<file path="config.mk">
export PLATFORM = sky130hd
export DESIGN_NAME = mpm_power_mode_ctrl
export DESIGN_NICKNAME = d
export VERILOG_FILES = /design/src/pkg/mpm_pkg.sv /design/src/core/mpm_power_mode_ctrl.sv
export SDC_FILE = /design/constraint.sdc
export NUM_CORES = 1
export LEC_CHECK = 0
export ABC_AREA = 1
export BUFFER_PORTS_ARGS = -buffer_cell sky130_fd_sc_hd__buf_2
export CAP_MARGIN = 20
export CORE_MARGIN = 4
export CORE_UTILIZATION = 55
export CTS_CLUSTER_SIZE = 14
export DETAILED_ROUTE_END_ITERATION = 8
export GPL_TIMING_DRIVEN = 0
export PLACE_DENSITY = 0.83
export SLEW_MARGIN = 20
export SYNTH_ARGS = -nofsm -noshare
export SYNTH_HDL_FRONTEND = slang
export SYNTH_SLANG_ARGS = --single-unit
export TNS_END_PERCENT = 10
</file>
<file path="constraint.sdc">
create_clock -name clock -period 4.1 [get_ports clock]
set_clock_uncertainty 0.1 [all_clocks]
set_input_delay 0.41 -clock clock [delete_from_list [all_inputs] [get_ports clock]]
set_output_delay 0.41 -clock clock [all_outputs]
set_load 0.05 [all_outputs]
</file>
<file path="src/pkg/mpm_pkg.sv">
package mpm_pkg;

    // Special-function addresses of the two index/data port pairs
    localparam logic [7:0] SFR_HV_INDEX = 8'hFE;
    localparam logic [7:0] SFR_HV_DATA  = 8'hFF;
    localparam logic [7:0] SFR_LV_INDEX = 8'hCE;
    localparam logic [7:0] SFR_LV_DATA  = 8'hCF;

    // High-voltage bank indices
    localparam logic [7:0] IDX_RET_A    = 8'h27;
    localparam logic [7:0] IDX_RET_B    = 8'h28;
    localparam logic [7:0] IDX_RET_C    = 8'h29;
    localparam logic [7:0] IDX_RET_D    = 8'h2A;
    localparam logic [7:0] IDX_RET_E    = 8'h2B;
    localparam logic [7:0] IDX_PWR_STAT = 8'h83;

    // Low-voltage bank indices
    localparam logic [7:0] IDX_PD_FIRST  = 8'h2E;
    localparam logic [7:0] IDX_PD_SECOND = 8'h2F;
    localparam logic [7:0] IDX_PD_THIRD  = 8'h30;
    localparam logic [7:0] IDX_PLL_CTL   = 8'h31;

    // Reset values
    localparam logic [7:0] RST_RET       = 8'h00;
    localparam logic [7:0] RST_PD_FIRST  = 8'hFE;
    localparam logic [7:0] RST_PD_SECOND = 8'hFF;
    localparam logic [7:0] RST_PD_THIRD  = 8'h07;
    localparam logic [7:0] RST_PLL_CTL   = 8'h01;
    localparam logic [7:0] RST_IDX       = 8'h00;

    // Field positions
    localparam int BIT_BAT_SRC = 2;
    localparam int BIT_PLL_PD  = 3;
    localparam int BIT_REF_PD  = 0;

    // Wake mask bits (plain input vector)
    localparam int WMASK_RESTORE  = 0;
    localparam int WMASK_RESETPIN = 1;
    localparam int WMASK_MIDNIGHT = 2;
    localparam int WMASK_W        = 3;

    // Number of retained bytes
    localparam int RET_COUNT = 5;

    typedef enum logic [1:0] {
        MPM_NORMAL,
        MPM_BATTERY,
        MPM_SLEEP
    } mpm_mode_e;

    // Special-function bus access from the core
    typedef struct packed {
        logic       wr;
        logic       rd;
        logic [7:0] addr;
        logic [7:0] wdata;
    } mpm_sfr_s;

    // Analog power-down controls
    typedef struct packed {
        logic       ref_pd;
        logic [5:0] first_current_channel_pd;
        logic [5:0] second_current_channel_pd;
        logic [5:0] voltage_channel_pd;
        logic       pll_pd;
    } mpm_ana_pd_s;

endpackage : mpm_pkg

</file>
<file path="src/core/mpm_power_mode_ctrl.sv">
// Operation
// RL1: Mode follows the supply feeding the rail
// RL2: Maskable main-supply restore wakes sleep to normal
// RL3: Maskable reset pin low wakes to battery
// RL4: Maskable midnight event wakes to battery
// RL5: Digital pin low or falling wakes
// RL6: Serial receive pin any edge wakes
// RL7: Alarm event wakes sleep to battery
// RL8: Main supply loss selects battery, ADCs off
// RL9: Firmware sleep request enters sleep
// RL10: Repeated sleep entries are honoured
// RL11: Battery to normal without interrupting execution
// RL12: Wake from sleep restarts core at vector
// RL13: Status bit 2 at 83h shows battery
// RL14: High bank indexed through FEh and FFh
// RL15: Low bank indexed through CEh and CFh
// RL16: ADC power-down fields power parts down
// RL17: PLL power-down bit 3, reset 0x01
// RL18: Retained bytes survive sleep
// RL19: Battery mode keeps core on, ADCs off
// RL20: Sleep turns regulators and core off
// RL21: Each maskable wake has its own mask
// RL22: Source flag synchronised, updates both ways; here it stays set if supply returns in sleep with restore masked
`timescale 1ns/1ps

module mpm_power_mode_ctrl (
    // Clock and reset
    input  wire logic                 clock,
    input  wire logic                 rstn,
    // Special-function bus from the core
    input  wire mpm_pkg::mpm_sfr_s    sfr,
    output logic [7:0]                sfr_rdata,
    // Supply monitor: high while main supply is above threshold
    input  wire logic                 main_supply_ok,
    // Wake sources
    input  wire logic                 reset_pin_active_low,
    input  wire logic                 digital_io_wake_pin,
    input  wire logic                 serial_receive_wake_pin,
    input  wire logic                 rtc_midnight,
    input  wire logic                 rtc_alarm,
    input  wire logic [3:0]           wake_mask_en,
    // Firmware sleep request, one-cycle pulse from core logic
    input  wire logic                 sleep_request,
    // Mode and power controls
    output mpm_pkg::mpm_mode_e        mode,
    output logic                      rail_on_battery,
    output logic                      regulators_on,
    output logic                      core_restart,
    output logic                      adc_auto_off,
    output mpm_pkg::mpm_ana_pd_s      ana_pd
);

    ////////////////////////////////////////////////////////////////////////////
    // Reset release and pin synchronisers

    logic [1:0] rst_sync_ff;
    logic       rst_n;

    always_ff @(posedge clock or negedge rstn) begin
        if (!rstn) begin
            rst_sync_ff <= 2'h0;
        end else begin
            rst_sync_ff <= {rst_sync_ff[0], 1'b1};
        end
    end
    assign rst_n = rst_sync_ff[1];

    // Order: supply, reset pin, dio, rx, midnight, alarm
    localparam int NSYNC = 6;
    logic [NSYNC-1:0] pin_raw;
    logic [NSYNC-1:0] sync1_ff;
    logic [NSYNC-1:0] sync2_ff;

    assign pin_raw = {rtc_alarm, rtc_midnight, serial_receive_wake_pin,
                      digital_io_wake_pin, reset_pin_active_low, main_supply_ok};
    // Idle levels: supply good matches the normal reset mode, rtc events low
    localparam logic [NSYNC-1:0] SYNC_RST = 6'h0F;

    // Wake logic sits on the always-powered clock
    generate
        for (genvar i = 0; i < NSYNC; i++) begin : g_sync
            always_ff @(posedge clock or negedge rst_n) begin
                if (!rst_n) begin
                    sync1_ff[i] <= SYNC_RST[i];
                    sync2_ff[i] <= SYNC_RST[i];
                end else begin
                    sync1_ff[i] <= pin_raw[i];
                    sync2_ff[i] <= sync1_ff[i];
                end
            end
        end
    endgenerate

    logic supply_ok_s;
    logic resetpin_n_s;
    logic dio_s;
    logic rx_s;
    logic midnight_s;
    logic alarm_s;
    assign supply_ok_s  = sync2_ff[0];
    assign resetpin_n_s = sync2_ff[1];
    assign dio_s        = sync2_ff[2];
    assign rx_s         = sync2_ff[3];
    assign midnight_s   = sync2_ff[4];
    assign alarm_s      = sync2_ff[5];

    logic dio_d_ff;
    logic rx_d_ff;
    logic midnight_d_ff;
    logic alarm_d_ff;

    always_ff @(posedge clock or negedge rst_n) begin
        if (!rst_n) begin
            dio_d_ff      <= 1'b1;
            rx_d_ff       <= 1'b1;
            midnight_d_ff <= 1'b0;
            alarm_d_ff    <= 1'b0;
        end else begin
            dio_d_ff      <= dio_s;
            rx_d_ff       <= rx_s;
            midnight_d_ff <= midnight_s;
            alarm_d_ff    <= alarm_s;
        end
    end

    ////////////////////////////////////////////////////////////////////////////
    // Wake decode

    logic wake_restore;
    logic wake_battery;

    assign wake_restore = supply_ok_s && wake_mask_en[mpm_pkg::WMASK_RESTORE];   // RL2 RL21
    assign wake_battery =
        (!resetpin_n_s && wake_mask_en[mpm_pkg::WMASK_RESETPIN])                  // RL3 RL21
        || (midnight_s && !midnight_d_ff && wake_mask_en[mpm_pkg::WMASK_MIDNIGHT]) // RL4 RL21
        || !dio_s || (dio_d_ff && !dio_s)                                          // RL5
        || (rx_s ^ rx_d_ff)                                                        // RL6
        || (alarm_s && !alarm_d_ff);                                               // RL7

    ////////////////////////////////////////////////////////////////////////////
    // Mode state machine

    mpm_pkg::mpm_mode_e mode_ff;
    mpm_pkg::mpm_mode_e nxt_mode;
    logic               restart_ff;
    logic               nxt_restart;

    always_comb begin
        nxt_mode    = mode_ff;
        nxt_restart = 1'b0;
        unique case (mode_ff)
            mpm_pkg::MPM_NORMAL: begin
                if (!supply_ok_s) begin
                    nxt_mode = mpm_pkg::MPM_BATTERY;                              // RL8
                end
            end
            mpm_pkg::MPM_BATTERY: begin
                if (supply_ok_s) begin
                    nxt_mode = mpm_pkg::MPM_NORMAL;                               // RL11
                end else if (sleep_request) begin
                    nxt_mode = mpm_pkg::MPM_SLEEP;                                // RL9 RL10
                end
            end
            mpm_pkg::MPM_SLEEP: begin
                if (wake_restore) begin
                    nxt_mode    = mpm_pkg::MPM_NORMAL;                            // RL2
                    nxt_restart = 1'b1;                                           // RL12
                end else if (wake_battery) begin
                    nxt_mode    = mpm_pkg::MPM_BATTERY;
                    nxt_restart = 1'b1;                                           // RL12
                end
            end
            default: begin
                nxt_mode = mpm_pkg::MPM_NORMAL;
            end
        endcase
    end

    always_ff @(posedge clock or negedge rst_n) begin
        if (!rst_n) begin
            mode_ff    <= mpm_pkg::MPM_NORMAL;
            restart_ff <= 1'b0;
        end else begin
            mode_ff    <= nxt_mode;                                               // RL1
            restart_ff <= nxt_restart;
        end
    end

    // Source flag from the mode, so it flips on every switchover except one met in sleep with the restore wake masked
    logic bat_src;
    assign bat_src = (mode_ff != mpm_pkg::MPM_NORMAL);                            // RL1 RL22

    ////////////////////////////////////////////////////////////////////////////
    // Indexed register banks

    logic [7:0] hv_idx_ff;
    logic [7:0] lv_idx_ff;
    logic [7:0] ret_ff [mpm_pkg::RET_COUNT];
    logic [7:0] pd_first_ff;
    logic [7:0] pd_second_ff;
    logic [7:0] pd_third_ff;
    logic [7:0] pll_ctl_ff;

    function automatic logic is_wr(input mpm_pkg::mpm_sfr_s s, input logic [7:0] a);
        is_wr = s.wr && (s.addr == a);
    endfunction : is_wr

    always_ff @(posedge clock or negedge rst_n) begin
        if (!rst_n) begin
            hv_idx_ff <= mpm_pkg::RST_IDX;
            lv_idx_ff <= mpm_pkg::RST_IDX;
        end else begin
            if (is_wr(sfr, mpm_pkg::SFR_HV_INDEX)) begin
                hv_idx_ff <= sfr.wdata;                                           // RL14
            end
            if (is_wr(sfr, mpm_pkg::SFR_LV_INDEX)) begin
                lv_idx_ff <= sfr.wdata;                                           // RL15
            end
        end
    end

    // Retained bytes reset only at power-on; sleep never touches them
    generate
        for (genvar r = 0; r < mpm_pkg::RET_COUNT; r++) begin : g_ret
            always_ff @(posedge clock or negedge rst_n) begin
                if (!rst_n) begin
                    ret_ff[r] <= mpm_pkg::RST_RET;
                end else if (is_wr(sfr, mpm_pkg::SFR_HV_DATA)
                             && hv_idx_ff == mpm_pkg::IDX_RET_A + 8'(r)) begin
                    ret_ff[r] <= sfr.wdata;                                       // RL18
                end
            end
        end
    endgenerate

    always_ff @(posedge clock or negedge rst_n) begin
        if (!rst_n) begin
            pd_first_ff  <= mpm_pkg::RST_PD_FIRST;
            pd_second_ff <= mpm_pkg::RST_PD_SECOND;
            pd_third_ff  <= mpm_pkg::RST_PD_THIRD;
            pll_ctl_ff   <= mpm_pkg::RST_PLL_CTL;                                 // RL17
        end else if (is_wr(sfr, mpm_pkg::SFR_LV_DATA)) begin
            unique case (lv_idx_ff)
                mpm_pkg::IDX_PD_FIRST:  pd_first_ff  <= sfr.wdata;                // RL15 RL16
                mpm_pkg::IDX_PD_SECOND: pd_second_ff <= sfr.wdata;                // RL16
                mpm_pkg::IDX_PD_THIRD:  pd_third_ff  <= sfr.wdata;                // RL16
                mpm_pkg::IDX_PLL_CTL:   pll_ctl_ff   <= sfr.wdata;                // RL17
                default: ;
            endcase
        end
    end

    ////////////////////////////////////////////////////////////////////////////
    // Read path

    logic [7:0] rdata_ff;
    logic [7:0] nxt_rdata;
    logic [7:0] stat_val;

    always_comb begin
        stat_val = 8'h00;
        stat_val[mpm_pkg::BIT_BAT_SRC] = bat_src;                                 // RL13
        nxt_rdata = 8'h00;
        if (sfr.rd) begin
            unique case (sfr.addr)
                mpm_pkg::SFR_HV_INDEX: nxt_rdata = hv_idx_ff;
                mpm_pkg::SFR_LV_INDEX: nxt_rdata = lv_idx_ff;
                mpm_pkg::SFR_HV_DATA: begin
                    if (hv_idx_ff == mpm_pkg::IDX_PWR_STAT) begin
                        nxt_rdata = stat_val;                                     // RL13 RL14
                    end else if (hv_idx_ff >= mpm_pkg::IDX_RET_A
                                 && hv_idx_ff <= mpm_pkg::IDX_RET_E) begin
                        nxt_rdata = ret_ff[3'(hv_idx_ff - mpm_pkg::IDX_RET_A)];
                    end
                end
                mpm_pkg::SFR_LV_DATA: begin
                    unique case (lv_idx_ff)
                        mpm_pkg::IDX_PD_FIRST:  nxt_rdata = pd_first_ff;          // RL15
                        mpm_pkg::IDX_PD_SECOND: nxt_rdata = pd_second_ff;
                        mpm_pkg::IDX_PD_THIRD:  nxt_rdata = pd_third_ff;
                        mpm_pkg::IDX_PLL_CTL:   nxt_rdata = pll_ctl_ff;
                        default:                nxt_rdata = 8'h00;
                    endcase
                end
                default: nxt_rdata = 8'h00;
            endcase
        end
    end

    always_ff @(posedge clock or negedge rst_n) begin
        if (!rst_n) begin
            rdata_ff <= 8'h00;
        end else begin
            rdata_ff <= nxt_rdata;
        end
    end

    ////////////////////////////////////////////////////////////////////////////
    // Outputs

    logic adc_off;
    assign adc_off = (mode_ff != mpm_pkg::MPM_NORMAL);                            // RL8 RL19

    assign sfr_rdata       = rdata_ff;
    assign mode            = mode_ff;
    assign rail_on_battery = bat_src;                                             // RL1
    assign regulators_on   = (mode_ff != mpm_pkg::MPM_SLEEP);                     // RL19 RL20
    assign core_restart    = restart_ff;                                          // RL12
    assign adc_auto_off    = adc_off;

    // Field bits or the automatic shutdown: ADCs off the main supply, PLL in sleep
    assign ana_pd.ref_pd                    = pd_first_ff[mpm_pkg::BIT_REF_PD] | adc_off;  // RL16
    assign ana_pd.first_current_channel_pd  = pd_first_ff[6:1] | {6{adc_off}};           // RL16
    assign ana_pd.second_current_channel_pd = {pd_first_ff[7], pd_second_ff[4:0]}
                                              | {6{adc_off}};                           // RL16
    assign ana_pd.voltage_channel_pd        = {pd_second_ff[7:5], pd_third_ff[2:0]}
                                              | {6{adc_off}};                           // RL16
    assign ana_pd.pll_pd = pll_ctl_ff[mpm_pkg::BIT_PLL_PD] | !regulators_on;              // RL17

endmodule : mpm_power_mode_ctrl

</file>
==> qor.yml, run 1 <==
outcome:
  status: "finished, final reports clean"
clock_network:
  clock-sinks: 116
  cts_root_buf: "clkbuf_8"
  cts_tree: "yes"
  h-tree-depth: 4
  clk_latency_ps: 520
  cts_made_buffers: 17
  clk_pin_slew_ps: 60
  cts_buffer_depth: 2
finish:
  regArea_sq_um: 2940
  fin_area_sq_um: 6840
  layout_commonest_cell: "nand2_1"
  fillers: 773
  drive_gt1_share_pct: 20.8
  num_antenna_cells: 0
  most-common-layout-cells: "nand2_1, o21ai_0, inv_1"
  finalNetCount: 819
  multiInputGateArea_sq_um: 2240
  area_delta_synth_final_pct: 20.9
flow_run:
  drv_cap: 0
synthesis:
  async_reset_ff_share_pct: 100
  ys_seq_elements: 116
  yosys.cell_types.count: 28
  syn_inst: 700
  synth_compound_area_share_pct: 11.6
  netlist_area_sq_um: 5660
  yosys.area_share.simple_pct: 25.2
  synth_nets: 735
  synthAdderAreaFrac_pct: 0.885
  synth-main-ff-cell: "dfrtp_1"
  synth-edff-count: 0
  synth_warnings: 0
  synth_mux_area_share_pct: 1.59
  synth_xor_area_share_pct: 0.155
  synth_top_family_by_area: "simple AND/OR/NAND/NOR gates"
  synth_area_per_cell_sq_um: 8.08
  ys_seq_area_share_pct: 51.9
floorplan:
  start_util_pct: 57.1
  core_area_sq_um: 9910
  die_h_microns: 109
  die_x_microns: 109
  rows: 36
  io_pins: 65
  die-area_sq_um: 12000
global_route:
  gr-total-overflow: 0
  grt_use_total_pct: 27.5
  grt_pass1_vias: 5144
  grt_pass1_wl_mm: 25.1
  antenna_found_initial: 0
  grt_max_degree: 48
setup_path:
  critPathMaxFanout: 10
  cp.required_ps: 3590
  timing_worst_setup_path_type: "reg2out"
  endpoint_kind: "output pin"
  arrival_ps: 2260
  path_delay_family: "buffers and inverters"
  critPathLaunchType: "flip-flop"
  crit_path_top_delay_cell: "clkbuf_1"
  path_buf_inv: 4
  crit_chain: "nor2_1 > clkbuf_1 > inv_1 > buf_4 > buf_2"
  reg2reg_slack_ps: 1740
  critPathMaxStageDelay_ps: 460
power_and_ir_drop:
  max-vdd-ir-drop_v: 0.000284
  total_power_mw: 3.17
  powerDensity_nw_per_um2: 463
  p_leak_nw: 3.38
placement:
  placed_cell_area_sq_um: 6150
  io_buffers: 56
  routabilityCongestion: 0.923
  dp_hpwl_mm: 10.8
timing:
  max_clock_freq_mhz: 361
  fin_crit_sh_pct: 67.5
  tns_ps: 0
  timing.hold.ws_ps: 13.5
  setup_violations: 0
  rsz0062_at_grt: "no"
  relSlewSlack_pct: 43.2
  finalHoldViolCount: 0
  min_period_ps: 2770
  tightest_slew_ps: 846
  slew_viol_final: 0
routing:
  routed_wl_mm: 15.1
  drtAntennaViolNets: 0
  drt_iter0_drc: 382
  viasPerCell: 5.42
  vias: 5043
  wl_per_cell_microns: 16.3
  remaining_drc_errors: 0
  dr.pass1.iters: 6
worst_hold_path:
  hold_class: "in2reg"
==> registers in the layout (all words and copies together) (netlist names), 6 cells and up <==
name / cells
lv_idx_ff: 8
sfr_rdata: 8
sync1_ff: 6
pll_ctl_ff: 8
pd_first_ff: 8
pd_third_ff: 8
pd_second_ff: 8
hv_idx_ff: 8
ret_ff: 40
==> tightest hold or removal path, delay by kind of cell <==
| family | cells | cell delay [ps] |
|---|---|---|
| and+or+nand+nor | 1 | 50 |
| buffers and inverters | 2 | 140 |
==> area by class of cell <==
type | instances | area share (%)
multi-input combinational | 466 | 32.7
clock buffer | 17 | 6.06
inverter | 92 | 5.05
tap | 133 | 2.43
clock inverter | 15 | 3.02
buffer | 26 | 2.01
timing repair buffer | 65 | 5.71
sequential | 116 | 43.0
==> stage by stage <==
step                util (%)  worst slack, ps  std cells
floorplan                  -              578        700
global placement        61.6             -462        889
detailed placement      62.0             1780        891
CTS                     69.0             1310        930
global route            69.0             1200        930
finish                  69.0             1330        930
==> layer usage <==
metal | routed length [microns] | vias to the layer above | GRT usage (%)
met3 | 1400 | 45 | 6.28
met4 | 508 | 0 | 12.8
met5 | 0 | - | 0
li1 | - | 2387 | -
met1 | 6320 | 2372 | 36.9
met2 | 6910 | 239 | 42.6
==> cells in the mapped netlist, types with 3 or more instances <==
cell,instances,area [sq um]
nand2_1,204,766
o21ai_0,109,546
inv_1,90,338
dfrtp_1,88,2200
nand3_1,43,215
nor2_1,43,161
dfstp_2,28,736
a21oi_1,22,110
buf_2,11,55.1
clkbuf_1,10,37.5
mux2_2,8,90.1
nor2_2,7,43.8
nor2_4,7,78.8
nor3_1,5,25.0
ha_1,4,50.1
nand4_1,4,25.0
buf_4,3,22.5
==> power breakdown <==
part,switching (mW),internal (mW),leakage (nW)
logic,0.305,0.0959,1.77
registers,0.0279,1.18,1.31
clock network,0.600,0.957,0.304
==> worst paths after layout <==
path                                     startpoint                   endpoint  depth (start not counted)
max                             mode[0]$_DFFE_PN0P_            rail_on_battery                          5
min                                         sfr[16]     sfr_rdata[6]$_DFF_PN0_                          3
max reg2reg                hv_idx_ff[0]$_DFFE_PN0P_     sfr_rdata[0]$_DFF_PN0_                         12
min reg2reg                rst_sync_ff[1]$_DFF_PN0_  pll_ctl_ff[3]$_DFFE_PN0P_                          0
max in group asynchronous  rst_sync_ff[1]$_DFF_PN0_          rx_d_ff$_DFF_PN1_                          2
min in group asynchronous                      rstn   rst_sync_ff[1]$_DFF_PN0_                          2
==> cells by family after synthesis <==
group                    count (synthesis)
flip-flops                             116
AO/OA/AOI/OAI                          131
multiplexers                             8
buffers and inverters                  118
other                                    1
XOR/XNOR                                 1
adder cells (fa/ha/maj)                  4
AND/OR/NAND/NOR                        321
==> repair_timing <==
item,in CTS,in global routing
gates resized for setup,0,0
buffers inserted,0,0
endpoints found under the hold margin,8,0
hold buffers,7,0
No activity file was read; power rests on OpenSTA's default activity.
==> run 2: changes to the inputs <==
==> constraint.sdc (replaced) <==
create_clock -name clock -period 2.9 [get_ports clock]
set_clock_uncertainty 0.1 [all_clocks]
set_input_delay 0.29 -clock clock [delete_from_list [all_inputs] [get_ports clock]]
set_output_delay 0.29 -clock clock [all_outputs]
set_load 0.05 [all_outputs]
==> run 2 against run 1 <==
Core utilization is the same; first-iteration DRC count up 26%; hold slack improved by 20 ps; register-to-register slack got worse by 1300 ps; setup slack got worse by 1100 ps; wire length grew 5.4%; via count up 2.2%; critical endpoint unchanged; largest power group unchanged.
==> qor.yml, run 2 (synthesized netlist as in run 1, its figures left out) <==
timing:
  min_period_ps: 2700
  relSlewSlack_pct: 45.3
  fin_ws_ps: 196
  setup_violations: 0
  slew_viol_final: 0
  max_clock_freq_mhz: 370
  fin_crit_sh_pct: 93.3
  rsz0062_at_grt: "no"
  tightest_slew_ps: 815
  tns_ps: 0
  finalHoldViolCount: 0
placement:
  routabilityCongestion: 0.897
  placed_cell_area_sq_um: 6150
  io_buffers: 56
  place_ws_ps: 582
  dp_hpwl_mm: 10.7
  placed_cells: 891
finish:
  fin_area_sq_um: 6840
  regMostFlops: "ret_ff"
  drive_gt1_share_pct: 20.7
  fin_cells: 934
  layout_commonest_cell: "nand2_1"
  area_delta_synth_final_pct: 20.9
  largest_reg_flops: 40
  fillers: 769
  finalNetCount: 823
  num_antenna_cells: 0
  most-common-layout-cells: "nand2_1, o21ai_0, inv_1"
power_and_ir_drop:
  p_sw_mw: 1.33
  powerDensity_nw_per_um2: 641
  max-vdd-ir-drop_v: 0.000441
  swShare_pct: 30.4
  total_power_mw: 4.39
  p_clk_share_pct: 47.8
  p_leak_nw: 3.38
  p_seq_share_pct: 39.0
  power_frac_comb_pct: 13.2
  p_int_mw: 3.05
global_route:
  grt_pass1_wl_mm: 25.9
  grt_use_total_pct: 28.8
  gr-total-overflow: 0
  antenna_found_initial: 0
  grt_max_degree: 45
  grt_pass1_vias: 5116
clock_network:
  cts_root_buf: "clkbuf_8"
  cts_tree: "yes"
  clock-sinks: 116
  clk_pin_slew_ps: 70
  ctsResizeCount: 0
  clk_latency_ps: 540
  cts_buffer_depth: 2
  h-tree-depth: 4
  cts_made_buffers: 17
floorplan:
  die-area_sq_um: 12000
  io_pins: 65
  die_x_microns: 109
  start_util_pct: 57.1
  rows: 36
  die_h_microns: 109
  core_area_sq_um: 9910
worst_hold_path:
  hold_class: "in2reg"
  holdPathEnd: "hv_idx_ff[3]$_DFFE_PN0P_"
  min_path_cells: 4
  hold_start: "sfr[8]"
setup_path:
  timing_worst_setup_path_type: "reg2out"
  arrival_ps: 2310
  critPathLaunchType: "flip-flop"
  reg2reg_to: "sfr_rdata[0]$_DFF_PN0_"
  critPathMaxFanout: 10
  reg2reg_slack_ps: 430
  r2r-start: "hv_idx_ff[0]$_DFFE_PN0P_"
  cp.required_ps: 2510
  reg2reg_depth: 12
  endpoint_kind: "output pin"
flow_run:
  drv_cap: 0
routing:
  remaining_drc_errors: 0
  viasPerCell: 5.52
  wl_per_cell_microns: 17.1
  routed_wl_mm: 16.0
  drtAntennaViolNets: 0
  vias: 5153
  drt_iter0_drc: 480
  dr.pass1.iters: 6
outcome:
  status: "finished, final reports clean"
-- run 2: changes by cell type in the layout (fill, tap and decap cells not counted), sizes merged --
| cell | change |
|---|---|
| bufinv | -1 |
| clkinv | +3 |
| dlygate4sd3 | +4 |
| inv | -3 |
| clkinvlp | +1 |
-- run 2: power by group through the flow --
| stage | clock (mW) | sequential, mW | combinational, mW |
|---|---|---|---|
| finish | 2.10 | 1.71 | 0.578 |
| global route | 2.18 | 1.72 | 0.631 |
| CTS | 2.09 | 1.71 | 0.569 |
| detailed placement | 0 | 1.74 | 0.553 |
| global placement | 0 | 1.75 | 0.511 |
| floorplan | 0 | 1.78 | 0.320 |
-- run 2: cell type report --
class / count / area (sq um) / share of cell area (%)
tap: 133 / 166 / 2.43
timing repair buffer: 69 / 430 / 6.29
sequential: 116 / 2940 / 43.0
clock buffer: 17 / 414 / 6.06
buffer: 26 / 138 / 2.01
inverter: 92 / 345 / 5.05
multi-input combinational: 466 / 2240 / 32.7
clock inverter: 15 / 166 / 2.43
-- run 2: critical path: stages, from the launching register on --
cell      delay, ps
dfrtp_1         410
nor2_1          430
clkbuf_1        460
inv_1           120
buf_4           150
buf_2           200
-- run 2: how the worst max path moves through the flow --
stage	from	to	slack (ps)	cells past startpoint
2_1_floorplan	mode[0]$_DFFE_PN0P_	rail_on_battery	850	4
3_3_place_gp	rst_sync_ff[1]$_DFF_PN0_	ret_ff[1]$_DFFE_PN0P_	320	0
3_5_place_dp	hv_idx_ff[0]$_DFFE_PN0P_	sfr_rdata[1]$_DFF_PN0_	580	12
4_1_cts	mode[0]$_DFFE_PN0P_	rail_on_battery	210	5
5_1_grt	mode[0]$_DFFE_PN0P_	rail_on_battery	100	5
6_report	mode[0]$_DFFE_PN0P_	rail_on_battery	200	5
-- run 2: metal layers --
metal	vias up	GRT usage (%)	share of wire, %
met5	-	0	0
met4	0	10.7	3.5
met3	49	5.99	8.1
met2	235	46.3	46
met1	2476	38.6	42
li1	2393	-	-
-- run 2: per-stage QoR --
step,util (%),hold WS [ps]
2_1_floorplan,-,-106
3_3_place_gp,61.6,-25.0
3_5_place_dp,62.0,-23.2
4_1_cts,69.0,28.1
5_1_grt,69.0,68.3
6_report,69.0,33.8
-- run 2: what timing repair did --
| action | 4_1_cts | 5_1_grt |
|---|---|---|
| hold endpoints to repair | 13 | 0 |
| setup buffers | 0 | 0 |
| hold buffers | 11 | 0 |
| setup endpoints to repair | 0 | 0 |
==> run 3: changes to the inputs <==
==> constraint.sdc (replaced) <==
create_clock -name clock -period 2.9 [get_ports clock]
set_clock_uncertainty 0.1 [all_clocks]
set_input_delay 0.435 -clock clock [delete_from_list [all_inputs] [get_ports clock]]
set_output_delay 0.435 -clock clock [all_outputs]
set_load 0.05 [all_outputs]
==> run 3 against run 2 <==
Total power is 0.25% lower; final cell count decreased by 0.43%; hold slack better by 1.4 ps; clock power hardly changed; design area decreased by 0.57%; die area did not move.
==> qor.yml, run 3 (synthesized netlist as in run 1, its figures left out) <==
outcome:
  status: "finished, final reports clean"
timing:
  fin_crit_sh_pct: 92.4
  setup_violations: 0
  tightest_slew_ps: 818
  timing.hold.ws_ps: 35.2
  tns_ps: 0
  fin_ws_ps: 220
  min_period_ps: 2680
  slew_viol_final: 0
  relSlewSlack_pct: 45.1
  max_clock_freq_mhz: 373
  rsz0062_at_grt: "no"
  finalHoldViolCount: 0
routing:
  routed_wl_mm: 15.8
  vias: 5058
  wl_met3_mm: 1.34
  drt_iter0_drc: 420
  wl_per_cell_microns: 17.0
  wl_met2_mm: 7.38
  dr.pass1.iters: 7
  wl_met1_mm: 6.63
  viasPerCell: 5.44
  routed.top_layer: "met4"
  remaining_drc_errors: 0
  drtAntennaViolNets: 0
global_route:
  grt_max_degree: 45
  grt_pass1_vias: 5082
  gr-total-overflow: 0
  grt_use_total_pct: 28.7
  antenna_found_initial: 0
  grt_pass1_wl_mm: 25.8
finish:
  layout_commonest_cell: "nand2_1"
  regMostFlops: "ret_ff"
  most-common-layout-cells: "nand2_1, o21ai_0, inv_1"
  drive_gt1_share_pct: 21.0
  area_delta_synth_final_pct: 20.2
  finalNetCount: 819
  largest_reg_flops: 40
  utilization_pct: 68.6
  num_antenna_cells: 0
floorplan:
  die_h_microns: 109
  start_util_pct: 57.1
  io_pins: 65
  core_area_sq_um: 9910
  die_x_microns: 109
  rows: 36
  die-area_sq_um: 12000
power_and_ir_drop:
  swShare_pct: 30.3
  p_leak_nw: 3.37
  p_int_mw: 3.05
  powerDensity_nw_per_um2: 643
  p_sw_mw: 1.32
  p_clk_share_pct: 47.8
  power_frac_comb_pct: 13.1
  total_power_mw: 4.37
  p_seq_share_pct: 39.1
  max-vdd-ir-drop_v: 0.000441
setup_path:
  arrival_ps: 2140
  critPathLaunchType: "flip-flop"
  cp.required_ps: 2370
  endpoint_kind: "output pin"
  critPathMaxFanout: 10
  timing_worst_setup_path_type: "reg2out"
clock_network:
  h-tree-depth: 4
  cts_root_buf: "clkbuf_8"
  clk_pin_slew_ps: 70
  cts_buffer_depth: 2
  clock-sinks: 116
  cts_made_buffers: 17
  cts_tree: "yes"
  postCtsSetupBuffers: 0
  clk_latency_ps: 530
placement:
  dp_hpwl_mm: 10.7
  io_buffers: 56
  routabilityCongestion: 0.897
  place_ws_ps: 582
worst_hold_path:
  hold_class: "in2reg"
flow_run:
  drv_cap: 0
## run 3: changes by cell type in the layout (fill, tap and decap cells not counted)
cell           delta
dlygate4sd3_1     -4
clkbuf_1          -1
clkbuf_2          +1
## run 3: power groups by stage
stage               clock, mW  sequential (mW)  combinational, mW
floorplan                   0             1.78              0.320
global placement            0             1.75              0.511
detailed placement          0             1.74              0.553
CTS                      2.09             1.71              0.565
global route             2.18             1.72              0.629
finish                   2.09             1.71              0.573
## run 3: worst max-delay path, stage by stage (launching register included)
cell	delay, ps
dfrtp_1	410
nor2_1	430
clkbuf_2	340
inv_1	90
buf_4	130
buf_2	200
## run 3: final timing paths
kind	depth (start not counted)	slack, ps	endpoint	start
worst max-delay path	5	220	rail_on_battery	mode[0]$_DFFE_PN0P_
worst min register to register	0	170	pll_ctl_ff[7]$_DFFE_PN0P_	rst_sync_ff[1]$_DFF_PN0_
worst min-delay path	3	40	mode[1]$_DFFE_PN0P_	sleep_request
worst max register to register	12	440	sfr_rdata[0]$_DFF_PN0_	hv_idx_ff[0]$_DFFE_PN0P_
min in group asynchronous	2	100	rst_sync_ff[1]$_DFF_PN0_	rstn
max in group asynchronous	2	1640	pd_second_ff[0]$_DFFE_PN1P_	rst_sync_ff[1]$_DFF_PN0_
## run 3: area by class of cell
cell class	instances	area [sq um]
plain buffers	26	139
clock buffers	17	414
clock inverters	15	166
fillers	769	3110
inverters	92	345
multi-input cells	466	2240
flip-flops and latches	116	2940
well taps	133	166
repair buffers	65	390
## run 3: layer usage
layer  global-route usage [%]  vias up
met5                        0        -
met4                     10.7        0
met3                     5.99       40
met2                     46.1      238
met1                     38.5     2396
li1                         -     2384
## run 3: through the flow
| stage | cell area, sq um | std cells |
|---|---|---|
| after floorplan | 5660 | 700 |
| after global placement | 6100 | 889 |
| after detailed placement | 6150 | 891 |
| after CTS | 6800 | 930 |
| after global routing | 6800 | 930 |
| final | 6800 | 930 |
## run 3: repair_timing
action | 4_1_cts | 5_1_grt
gates resized for setup | 0 | 2
endpoints found under the hold margin | 8 | 0
setup endpoints to repair | 0 | 1
hold buffers | 7 | 0
